File: src/dis_defines.vh
// Constants for the two-wire converter command port
`ifndef DIS_DEFINES_VH
`define DIS_DEFINES_VH
`define DIS_DEV_CODE        4'ha
`define DIS_FACTORY_ADDR    2'h0
`define DIS_GCALL_ADDR      8'h00
`define DIS_GCALL_RESET     8'h06
`define DIS_GCALL_WAKE      8'h09
`define DIS_HS_CODE_TOP     5'h01
`define DIS_NVM_DEF_PD      2'h0
`define DIS_NVM_DEF_CODE    12'h800
`define DIS_NVM_WRITE_NS    25000000
`define DIS_CLK_NS          50
`define DIS_READ_BYTES      3'h5
`endif

File: src/dis_sync.v
// Two-flip-flop synchroniser for one level
module dis_sync (
  input  wire CLK_SYS,
  input  wire RST,
  input  wire d,
  output reg  q
);
  reg meta;
  always @(posedge CLK_SYS or posedge RST) begin
    if (RST) begin
      meta <= 1'b1;
      q    <= 1'b1;
    end else begin
      meta <= d;
      q    <= meta;
    end
  end
endmodule

File: src/dis_nvm_timer.v
// Busy timer standing in for the nonvolatile write time
module dis_nvm_timer #(
  parameter CYCLES = 500000
) (
  input  wire CLK_SYS,
  input  wire RST,
  input  wire start,
  output wire busy,
  output reg  done
);
  reg [31:0] count;
  assign busy = (count != 32'h0);
  always @(posedge CLK_SYS or posedge RST) begin
    if (RST) begin
      count <= 32'h0;
      done  <= 1'b0;
    end else begin
      done <= 1'b0;
      if (start && !busy) begin
        count <= CYCLES;
      end else if (busy) begin
        count <= count - 32'h1;
        if (count == 32'h1) begin
          done <= 1'b1;
        end
      end
    end
  end
endmodule

File: src/dis_slave.v
// Two-wire slave command port of a 12-bit converter with stored setting
// Overview of operation
// - Reserved command types change nothing
// - Fast write ignores lowest command bit
// - Read returns converter then stored contents
// - Status byte ready flag low while storing
// - Master ends read by nack or restart
// - Byte after write address carries command
// - Match device code, address bits, direction
// - Upper address bits are factory constants
// - Lowest address bit compared with pin
// - Acknowledge general call, decode next byte
// - General reset reloads stored contents
// - Wake-up clears register power-down bits
// - Master code unacknowledged, enters high speed
// - Stop returns to normal speed
// - Standard, fast and high-speed rates supported
// - Start and stop seen while clock high
// - Data changes only while clock low
// - Hold data low through acknowledge clock
// - Release data after master's final nack
// - Three-bit command type decode
// - Apply write after fourth byte, fast write after third
// - Ignore writes while storing is busy
// - Fast write sets power-down and code
`include "dis_defines.vh"
module dis_slave #(
  parameter NVM_WRITE_CYCLES = `DIS_NVM_WRITE_NS / `DIS_CLK_NS,
  parameter [1:0] FACTORY_ADDR = `DIS_FACTORY_ADDR
) (
  input  wire        CLK_SYS,
  input  wire        RST,
  input  wire        SCL_IN,
  input  wire        SDA_IN,
  output wire        SDA_OUT,
  output reg         SDA_OE_N,
  input  wire        ADDR_SELECT_PIN,
  output reg  [11:0] DAC_CODE,
  output reg  [1:0]  POWERDOWN_SEL,
  output reg  [11:0] NVM_CODE,
  output reg  [1:0]  NVM_POWERDOWN,
  output wire        NVM_WRITE_BUSY,
  output reg         HIGH_SPEED_MODE,
  output reg         GCALL_RESET_PULSE
);
  ////////////////////////////////////////////////////////////////////////
  // Pin synchronisers
  wire scl_s;
  wire sda_s;
  wire a0_s;
  dis_sync u_scl (.CLK_SYS(CLK_SYS), .RST(RST), .d(SCL_IN),          .q(scl_s));
  dis_sync u_sda (.CLK_SYS(CLK_SYS), .RST(RST), .d(SDA_IN),          .q(sda_s));
  // Address pin is only sampled, never latched: it must settle before traffic
  dis_sync u_a0  (.CLK_SYS(CLK_SYS), .RST(RST), .d(ADDR_SELECT_PIN), .q(a0_s));

  reg scl_d;
  reg sda_d;
  always @(posedge CLK_SYS or posedge RST) begin
    if (RST) begin
      scl_d <= 1'b1;
      sda_d <= 1'b1;
    end else begin
      scl_d <= scl_s;
      sda_d <= sda_s;
    end
  end
  // Each bus level must last two system clocks, which bounds the usable bit rate
  wire scl_rise = scl_s & ~scl_d;
  wire scl_fall = ~scl_s & scl_d;
  wire start_ev = scl_s & scl_d & sda_d & ~sda_s;
  wire stop_ev  = scl_s & scl_d & ~sda_d & sda_s;

  ////////////////////////////////////////////////////////////////////////
  // Nonvolatile write timer
  // Only the busy time is modelled; the stored setting is the registers below
  reg  nvm_start;
  dis_nvm_timer #(.CYCLES(NVM_WRITE_CYCLES)) u_nvm (
    .CLK_SYS(CLK_SYS),
    .RST    (RST),
    .start  (nvm_start),
    .busy   (NVM_WRITE_BUSY),
    .done   ()
  );
  wire nvm_write_done_flag = ~NVM_WRITE_BUSY;

  ////////////////////////////////////////////////////////////////////////
  // Byte engine
  localparam ST_IDLE  = 3'h0;
  localparam ST_RX    = 3'h1;
  localparam ST_RXACK = 3'h2;
  localparam ST_TX    = 3'h3;
  localparam ST_TXACK = 3'h4;
  localparam ST_IGN   = 3'h5;

  // Meaning of the next received byte
  localparam K_ADDR  = 2'h0;
  localparam K_WRITE = 2'h1;
  localparam K_GCALL = 2'h2;

  reg [2:0]  state;
  reg [1:0]  kind;
  reg [2:0]  bit_cnt;
  reg [7:0]  shreg;
  reg [2:0]  byte_idx;
  reg        ack_now;
  reg        drive_low;
  reg [7:0]  cmd_byte;
  reg [7:0]  mid_byte;
  reg [2:0]  rd_idx;
  reg [7:0]  tx_byte;
  reg        gc_rst_pend;
  wire [7:0] rx_byte = {shreg[6:0], sda_s};

  assign SDA_OUT = 1'b0;

  // Read image: status, live code, then stored pair; wraps after five bytes
  function [7:0] read_byte;
    input [2:0]  idx;
    input        rdy;
    input [1:0]  pd;
    input [11:0] code;
    input [1:0]  npd;
    input [11:0] ncode;
    begin
      case (idx)
        3'h0:    read_byte = {rdy, 4'h0, pd, 1'b0};
        3'h1:    read_byte = code[11:4];
        3'h2:    read_byte = {code[3:0], 4'h0};
        3'h3:    read_byte = {1'b0, npd, 1'b0, ncode[11:8]};
        default: read_byte = ncode[7:0];
      endcase
    end
  endfunction

  wire [7:0] rd_now = read_byte(rd_idx, nvm_write_done_flag, POWERDOWN_SEL,
                                DAC_CODE, NVM_POWERDOWN, NVM_CODE);
  wire       addr_match = (rx_byte[7:4] == `DIS_DEV_CODE)
                       && (rx_byte[3:2] == FACTORY_ADDR)
                       && (rx_byte[1] == a0_s);
  // Busy writes are still acknowledged but change nothing
  wire       write_ok = ~NVM_WRITE_BUSY;

  always @(posedge CLK_SYS or posedge RST) begin
    if (RST) begin
      state             <= ST_IDLE;
      kind              <= K_ADDR;
      bit_cnt           <= 3'h0;
      shreg             <= 8'h00;
      byte_idx          <= 3'h0;
      ack_now           <= 1'b0;
      drive_low         <= 1'b0;
      cmd_byte          <= 8'h00;
      mid_byte          <= 8'h00;
      rd_idx            <= 3'h0;
      tx_byte           <= 8'h00;
      SDA_OE_N          <= 1'b1;
      DAC_CODE          <= `DIS_NVM_DEF_CODE;
      POWERDOWN_SEL     <= `DIS_NVM_DEF_PD;
      NVM_CODE          <= `DIS_NVM_DEF_CODE;
      NVM_POWERDOWN     <= `DIS_NVM_DEF_PD;
      HIGH_SPEED_MODE   <= 1'b0;
      GCALL_RESET_PULSE <= 1'b0;
      nvm_start         <= 1'b0;
      gc_rst_pend       <= 1'b0;
    end else begin
      nvm_start         <= 1'b0;
      GCALL_RESET_PULSE <= 1'b0;
      if (stop_ev) begin
        HIGH_SPEED_MODE <= 1'b0;
      end
      if (start_ev || stop_ev) begin
        // Partial frames are simply dropped here
        state     <= start_ev ? ST_RX : ST_IDLE;
        kind      <= K_ADDR;
        bit_cnt   <= 3'h0;
        byte_idx  <= 3'h0;
        drive_low <= 1'b0;
        SDA_OE_N  <= 1'b1;
        // A general reset cut short by start or stop is dropped
        gc_rst_pend <= 1'b0;
      end else begin
        // Output changes on the falling edge only, so data moves while clock is low
        if (scl_fall) begin
          SDA_OE_N <= ~drive_low;
        end
        case (state)
          ST_IDLE: begin
            SDA_OE_N <= 1'b1;
          end
          ST_RX: begin
            if (scl_rise) begin
              shreg   <= rx_byte;
              bit_cnt <= bit_cnt + 3'h1;
              if (bit_cnt == 3'h7) begin
                state   <= ST_RXACK;
                ack_now <= 1'b0;
                case (kind)
                  K_ADDR: begin
                    if (rx_byte == `DIS_GCALL_ADDR) begin
                      ack_now <= 1'b1;
                      kind    <= K_GCALL;
                    end else if (rx_byte[7:3] == `DIS_HS_CODE_TOP) begin
                      // Left unacknowledged; the rest of this frame is ignored
                      HIGH_SPEED_MODE <= 1'b1;
                    end else if (addr_match && rx_byte[0]) begin
                      ack_now <= 1'b1;
                      // Reads always open with the status byte
                      rd_idx  <= 3'h0;
                    end else if (addr_match) begin
                      ack_now <= 1'b1;
                      kind    <= K_WRITE;
                    end
                  end
                  K_GCALL: begin
                    ack_now <= 1'b1;
                    if (rx_byte == `DIS_GCALL_WAKE) begin
                      POWERDOWN_SEL <= 2'h0;
                    end else if (rx_byte == `DIS_GCALL_RESET) begin
                      gc_rst_pend <= 1'b1;
                    end
                  end
                  default: begin
                    ack_now <= 1'b1;
                    if (byte_idx == 3'h0) begin
                      cmd_byte <= rx_byte;
                      if (rx_byte[7:6] == 2'h0) begin
                        // Fast write: pd and code high nibble in this byte
                        byte_idx <= 3'h2;
                      end else begin
                        byte_idx <= 3'h1;
                      end
                    end else if (byte_idx == 3'h1) begin
                      mid_byte <= rx_byte;
                      byte_idx <= 3'h3;
                    end else if (byte_idx == 3'h2) begin
                      // Only a fast write lands here, with its low code byte
                      byte_idx <= 3'h0;
                      if (write_ok) begin
                        POWERDOWN_SEL <= cmd_byte[5:4];
                        DAC_CODE      <= {cmd_byte[3:0], rx_byte};
                      end
                    end else begin
                      // A following byte opens a fresh command, a triple or a fast-write pair
                      byte_idx <= 3'h0;
                      if (write_ok && cmd_byte[7:6] == 2'h1) begin
                        POWERDOWN_SEL <= cmd_byte[2:1];
                        DAC_CODE      <= {mid_byte, rx_byte[7:4]};
                        if (cmd_byte[5]) begin
                          NVM_POWERDOWN <= cmd_byte[2:1];
                          NVM_CODE      <= {mid_byte, rx_byte[7:4]};
                          nvm_start     <= 1'b1;
                        end
                      end
                    end
                  end
                endcase
              end
            end
            if (scl_fall && bit_cnt == 3'h0 && byte_idx == 3'h0 && kind == K_ADDR) begin
              drive_low <= 1'b0;
            end
          end
          // Acknowledge spans one whole clock: low after one fall, freed at the next
          ST_RXACK: begin
            if (scl_fall) begin
              if (!ack_now) begin
                state     <= ST_IGN;
                drive_low <= 1'b0;
                SDA_OE_N  <= 1'b1;
              end else if (!drive_low) begin
                drive_low <= 1'b1;
                SDA_OE_N  <= 1'b0;
              end else begin
                drive_low <= 1'b0;
                SDA_OE_N  <= 1'b1;
                bit_cnt   <= 3'h0;
                if (gc_rst_pend) begin
                  // General reset reloads the register from storage
                  gc_rst_pend       <= 1'b0;
                  GCALL_RESET_PULSE <= 1'b1;
                  DAC_CODE          <= NVM_CODE;
                  POWERDOWN_SEL     <= NVM_POWERDOWN;
                  HIGH_SPEED_MODE   <= 1'b0;
                  state             <= ST_IGN;
                end else if (kind == K_ADDR) begin
                  tx_byte   <= rd_now;
                  drive_low <= ~rd_now[7];
                  SDA_OE_N  <= rd_now[7];
                  state     <= ST_TX;
                end else begin
                  state <= ST_RX;
                end
              end
            end
          end
          // Bit seven is already on the line; the rest follow each falling edge
          ST_TX: begin
            if (scl_fall) begin
              bit_cnt   <= bit_cnt + 3'h1;
              tx_byte   <= {tx_byte[6:0], 1'b0};
              if (bit_cnt == 3'h7) begin
                drive_low <= 1'b0;
                SDA_OE_N  <= 1'b1;
                state     <= ST_TXACK;
              end else begin
                drive_low <= ~tx_byte[6];
                SDA_OE_N  <= tx_byte[6];
              end
            end
          end
          ST_TXACK: begin
            if (scl_rise) begin
              if (sda_s) begin
                state <= ST_IGN;
              end else begin
                rd_idx <= (rd_idx == `DIS_READ_BYTES - 3'h1) ? 3'h0 : rd_idx + 3'h1;
              end
            end
            // Acknowledged: the next byte goes out as the acknowledge clock ends
            if (scl_fall) begin
              bit_cnt   <= 3'h0;
              tx_byte   <= rd_now;
              drive_low <= ~rd_now[7];
              SDA_OE_N  <= rd_now[7];
              state     <= ST_TX;
            end
          end
          // Ignored until the next start or stop
          default: begin
            SDA_OE_N  <= 1'b1;
            drive_low <= 1'b0;
          end
        endcase
      end
    end
  end
endmodule

File: config.mk
export PLATFORM = sky130hd
export DESIGN_NAME = dis_slave
export DESIGN_NICKNAME = d
export VERILOG_FILES = /design/src/dis_sync.v /design/src/dis_nvm_timer.v /design/src/dis_slave.v
export VERILOG_INCLUDE_DIRS = /design/src
export SDC_FILE = /design/constraint.sdc
export NUM_CORES = 1
export LEC_CHECK = 0
export BUFFER_PORTS_ARGS = -buffer_cell sky130_fd_sc_hd__buf_2
export CORE_MARGIN = 3
export CORE_UTILIZATION = 40
export DETAILED_ROUTE_END_ITERATION = 6
export PLACE_DENSITY_LB_ADDON = 0.05
export RECOVER_POWER = 50
export SYNTH_ARGS = -nofsm -noshare
export SYNTH_HDL_FRONTEND = slang
export SYNTH_SLANG_ARGS = --single-unit
File: constraint.sdc
create_clock -name CLK_SYS -period 3.5 [get_ports CLK_SYS]
set_clock_uncertainty 0.2 [all_clocks]
set_input_delay 0 -clock CLK_SYS [delete_from_list [all_inputs] [get_ports CLK_SYS]]
set_output_delay 0 -clock CLK_SYS [all_outputs]
set_load 0.03 [all_outputs]
# Yosys cells after proc, flatten, opt, wreduce, memory -nomap -nowiden
# Index checks and enable logic that the tools add are counted.
# Widths: inputs -> output; s select.
dict set report totals {
  register_bits 119
  inputBits 5
  output_inout_bits 33
  wordCells 315
}
dict set report op_classes {
  addsub 3
  eq_ne 64
  mux 153
  bitwise 20
  n_reduce_logical 46
}
# cell n
set op_table {}
lappend op_table {{$mux 12} 12}
lappend op_table {{$mux 3} 34}
lappend op_table {{$mux 32} 2}
lappend op_table {{$mux 1} 62}
lappend op_table {{$mux 7} 7}
lappend op_table {{$mux 2} 24}
lappend op_table {{$ne 3x3->1 const B} 16}
lappend op_table {{$ne 2x2->1 const B} 21}
lappend op_table {{$pmux 8 s4} 1}
lappend op_table {{$reduce_bool 32->1} 1}
lappend op_table {{$sub 32x1->32 const B} 1}
lappend op_table {{$reduce_and 9->1} 3}
lappend op_table {{$pmux 12 s2} 1}
lappend op_table {{$pmux 3 s4} 2}
lappend op_table {{$pmux 7 s3} 1}
lappend op_table {{$reduce_and 7->1} 3}
lappend op_table {{$reduce_and 10->1} 2}
lappend op_table {{$eq 3x2->1 const B} 5}
lappend op_table {{$reduce_and 14->1} 1}
lappend op_table {{$reduce_bool 2->1} 7}
lappend op_table {{$not 1->1} 13}
lappend op_table {{$reduce_and 13->1} 1}
lappend op_table {{$logic_not 3->1} 4}
lappend op_table {{$ne 4x3->1 const B} 3}
lappend op_table {{31 further kinds} 59}

# Depth between registers and ports, before layout
dict set report depth {
  depth_word 12
  ltp_mapped 9
  depth_no_buf 7
}

# Cells and area by module
# From an unflattened synthesis, not the netlist that was laid out.
dict set report unflattened {
  hier_cells 589
  area_unflattened_um2 6328.6
}
# mod instances cells_per_inst area_each_um2 seq_area_each_um2
set by_module_without_submodules {}
lappend by_module_without_submodules {dis_slave 1 421 4435.5 2008.2}
lappend by_module_without_submodules {dis_nvm_timer 1 159 1724.2 825.8}
lappend by_module_without_submodules {dis_sync 3 3 56.3 52.6}

# Worst setup path after synthesis
# OpenSTA, ideal clock, no wires.
dict set report synth_path {
  path_type {register to register}
  from {register u_nvm.count[17]}
  to {register NVM_CODE[0]}
  arrival_time_ps 2738
  t_required_ps 3175
  path_slack_ps 437
  path_stages_with_launch 9
  n_path_buf 3
  period_less_slack_ps 3063
  cell_sequence {dfrtp_1 > or4_1 > buf_2 > nor4_4 > nand4_4 > or4_1 > buf_2 > buf_6 > mux2_4}
}
dict set report synth_via {
  elab_chain_len 4
}
# element line_no
set synth_rtl {}
lappend synth_rtl {{start, declared} dis_nvm_timer.v:11} ;# reg [31:0] count;
lappend synth_rtl {{start signal, assigned} dis_nvm_timer.v:22} ;# count <= count - 32'h1;
lappend synth_rtl {{$reduce_bool 32->1} dis_nvm_timer.v:12} ;# assign busy = (count != 32'h0);
lappend synth_rtl {{$not 1->1} dis_slave.v:141} ;# wire write_ok = ~NVM_WRITE_BUSY;
lappend synth_rtl {{$logic_and 1x1->1} dis_slave.v:245} ;# if (write_ok && cmd_byte[7:6] == 2'h1) begin
lappend synth_rtl {{$reduce_and 10->1 (no line)} --}
lappend synth_rtl {{end signal, assigned} dis_slave.v:159} ;# NVM_CODE <= `DIS_NVM_DEF_CODE;
lappend synth_rtl {{end signal, assigned} dis_slave.v:250} ;# NVM_CODE <= {mid_byte, rx_byte[7:4]};
lappend synth_rtl {{end, declared} dis_slave.v:40} ;# output reg [11:0] NVM_CODE,
# No other way between the ends.
# A chain may end at the register's enable or synchronous reset.

# Final worst setup path
dict set report layout_path {
  from {register u_nvm.count[17]}
  to {register DAC_CODE[6]}
}
dict set report layout_via {
  elab_chain_len 5
}
# element line_no
set layout_rtl {}
lappend layout_rtl {{$reduce_bool 32->1 *} dis_nvm_timer.v:12}
lappend layout_rtl {{$not 1->1} dis_slave.v:141}
lappend layout_rtl {{$logic_and 1x1->1} dis_slave.v:245}
lappend layout_rtl {{$ne 3x3->1 (no line)} --}
lappend layout_rtl {{$reduce_and 13->1 (no line) *} --}
lappend layout_rtl {{end signal, assigned} dis_slave.v:157} ;# DAC_CODE <= `DIS_NVM_DEF_CODE;
lappend layout_rtl {{end signal, assigned} dis_slave.v:240} ;# DAC_CODE <= {cmd_byte[3:0], rx_byte};
lappend layout_rtl {{end signal, assigned} dis_slave.v:247} ;# DAC_CODE <= {mid_byte, rx_byte[7:4]};
lappend layout_rtl {{end, declared} dis_slave.v:38} ;# output reg [11:0] DAC_CODE,
# Mark *: on every way between the ends. The rest lies on a longest branch, timed or not.

==> impl_metrics.json <==
{
  "cp-end-kind": "flip-flop",
  "clk_pin_slew_ps": 50,
  "h-tree-depth": 4,
  "clk_latency_ps": 410,
  "syn-num-nets": 600,
  "hold_path_class": "input port to flip-flop",
  "violations": "capacitance limit, slew limit",
  "startpoint_type": "flip-flop",
  "crit_cells": 5,
  "synth_cell_types": 56,
  "slew_violations": 61,
  "startpoint": "u_nvm.count[17]",
  "worst-setup-path-type": "flip-flop to flip-flop",
  "synth_fa_ha_area_share_pct": 2.64,
  "powerDensity_nw_per_um2": 540,
  "grt_pass1_wl_mm": 25.2,
  "dieArea_sq_um": 16900,
  "cpPeakStageDelay_ps": 680,
  "post_cts_buffers": 0,
  "rsz0062_at_grt": "no",
  "synth-main-ff-cell": "dfrtp_1",
  "cp_num_buf_inv": 0,
  "io_pins": 38,
  "crit_path_end": "DAC_CODE[6]",
  "post_drt_wl_per_cell_um": 18.7,
  "post-route-period-util_pct": 94.9,
  "cts_tree": "done",
  "async_flop_share_pct": 100,
  "ant_nets": 0,
  "irDropWorstVdd_mv": 0.343,
  "area_growth_pct": 16.2,
  "synth-xor-area-share_pct": 3.56,
  "cts_resized": 0,
  "muxShareOfSynthArea_pct": 15.4,
  "synth_seq_cells": 118,
  "maxSlewHeadroom_pct": -49.3,
  "grt_max_degree": 61,
  "yosysSeqAreaShare_pct": 48.2,
  "synth.most_common_cell": "dfrtp_1",
  "fillers": 1395,
  "fmax_mhz": 301,
  "num_vias": 4575,
  "dieWidth_um": 130,
  "hold_viol_final": 0,
  "drv_cap": 1,
  "dr.pass1.iters": 5,
  "synth_commonest_cells": "dfrtp_1, mux2_2, nor2_1, nand2_1, o21ai_0",
  "drt_iter0_markers": 315,
  "r2r_slack_ps": 180,
  "leakagePower_nw": 3.27,
  "drt-total-wl_mm": 15.4,
  "place_congestion": 0.827,
  "crit_family": "simple AND/OR/NAND/NOR gates",
  "grt_pass1_vias": 4613,
  "synth_top_area_cell": "dfrtp_1",
  "portBuffers": 36,
  "antenna_found_initial": 0,
  "synth_compound_area_share_pct": 9.57,
  "worstMarginPinSlew_ps": 2240,
  "antennaDiodeCount": 0,
  "final_area_sq_um": 7150,
  "initial_utilization_pct": 41.6,
  "track_usage_pct": 19.4,
  "holdBufCountCts": 4,
  "chipHeight_um": 130,
  "fin_setup_tns_ps": 0,
  "synth_top_area_share_pct": 43.5,
  "yosys.area_share.simple_pct": 17.5,
  "power_mw": 3.86,
  "core_sq_um": 14800,
  "clockBufferDepth": 2,
  "rr_startpoint": "u_nvm.count[17]",
  "arrival_ps": 3420,
  "cts_root_buffer": "clkbuf_16",
  "rows": 44,
  "layout.nets": 645,
  "cp_slowest_cell": "or4_1",
  "synth-edff-count": 0,
  "status": "finished with violations",
  "r2r_cells": 5,
  "synth_area_sq_um": 6160,
  "yosys-top-cells-area": "dfrtp_1, mux2_2, dfstp_2, mux2i_1, xnor2_1",
  "timing.rr.end": "DAC_CODE[6]",
  "via_per_inst": 5.55,
  "placement.cell_area_sq_um": 6560,
  "clkSinkCount": 118,
  "yosysWarnings": 0,
  "synth_area_per_cell_sq_um": 10.6,
  "dp_hpwl_mm": 11.0,
  "gr-total-overflow": 0,
  "path_max_fanout": 12,
  "regArea_sq_um": 2970,
  "cp_cell_sequence": "or4_1 > or3_1 > nor4_1 > o21a_1 > mux2_2",
  "synth_top_family_by_area": "simple AND/OR/NAND/NOR gates",
  "drive_above_1_share_pct": 20.2,
  "numCtsBuffers": 17,
  "setup_violations": 0,
  "drc": 0,
  "netlist_instances": 582,
  "min_period_ps": 3320,
  "multi_input_area_sq_um": 3000,
  "critPathRequiredTime_ps": 3590
}
[routing by layer]
metal,global-route usage [%],routed length [um]
met5,0,0
met4,6.72,207
met3,3.81,393
met2,30.4,7370
met1,26.8,7400
[registers in the layout (all words and copies together), names as in the netlist, 2 cells and up]
register	flops
bit_cnt	3
cmd_byte	8
u_nvm.count	32
byte_idx	2
kind	2
state	3
NVM_CODE	12
DAC_CODE	12
POWERDOWN_SEL	2
rd_idx	3
mid_byte	8
shreg	7
NVM_POWERDOWN	2
tx_byte	7
[how the worst min path moves through the flow]
| stage | from | end | slack (ps) | depth (start not counted) |
|---|---|---|---|---|
| after global routing | SDA_IN | u_sda.meta | 20 | 2 |
| after CTS | SCL_IN | u_scl.meta | 8 | 2 |
| final | SCL_IN | u_scl.meta | 20 | 2 |
| after floorplan | ADDR_SELECT_PIN | u_a0.meta | -200 | 0 |
| after detailed placement | SCL_IN | u_scl.meta | -90 | 1 |
| after global placement | SDA_IN | u_sda.meta | -90 | 1 |
[final cells by class]
cell class | instances | share of cell area (%)
multi-input combinational | 417 | 42.0
sequential | 118 | 41.5
clock buffer | 20 | 6.24
timing repair buffer | 54 | 3.93
tap | 184 | 3.22
clock inverter | 12 | 2.15
inverter | 19 | 0.997
[power by group]
group          internal (mW)  leakage (nW)  switching [mW]  total [mW]
Combinational          0.226          1.38           0.324       0.550
Clock                   1.14         0.286           0.617        1.75
Sequential              1.44          1.60           0.121        1.56
Total                   2.80          3.27            1.06        3.86
[placed cells by master, fill, tap and decap left out, drive strengths merged, types with 5 or more instances in the layout]
| master | synthesis | final |
|---|---|---|
| ha | 13 | 13 |
| nand2b | 5 | 5 |
| mux2i | 21 | 21 |
| nor3 | 13 | 13 |
| nor2 | 46 | 46 |
| dfrtp | 107 | 107 |
| buf | 6 | 17 |
| nand3 | 23 | 23 |
| nand4 | 15 | 15 |
| xnor2 | 21 | 21 |
| dfstp | 11 | 11 |
| clkbuf | 22 | 53 |
| a31oi | 9 | 9 |
| nor3b | 8 | 8 |
| a22oi | 7 | 7 |
| nor4 | 15 | 15 |
| nand2 | 38 | 38 |
| nand3b | 6 | 6 |
| o22ai | 6 | 6 |
| mux2 | 62 | 62 |
| inv | 19 | 20 |
| o21a | 5 | 5 |
| a21oi | 23 | 23 |
| clkinv | 0 | 5 |
| o21ai | 26 | 26 |
| or3 | 5 | 5 |
[cells by family (layout without fill, tap and decap cells)]
| logic type | Yosys count | after routing |
|---|---|---|
| compound gates | 95 | 95 |
| flops | 118 | 118 |
| mux | 83 | 83 |
| buf+inv | 47 | 105 |
| fa+ha+maj | 13 | 13 |
| simple gates | 200 | 200 |
| xor+xnor | 25 | 25 |
| other cells | 1 | 1 |
[through the flow]
| step | cells | setup WS, ps | hold WS [ps] | utilization, % |
|---|---|---|---|---|
| finish | 824 | 179 | 24.0 | 48.3 |
| global route | 824 | 74.0 | 21.1 | 48.3 |
| CTS | 824 | 213 | 8.01 | 48.6 |
| detailed placement | 788 | 222 | -93.8 | 44.3 |
| global placement | 788 | 285 | -93.4 | 44.3 |
| floorplan | 582 | 189 | -196 | - |
Power figures use the tool's default switching activity.
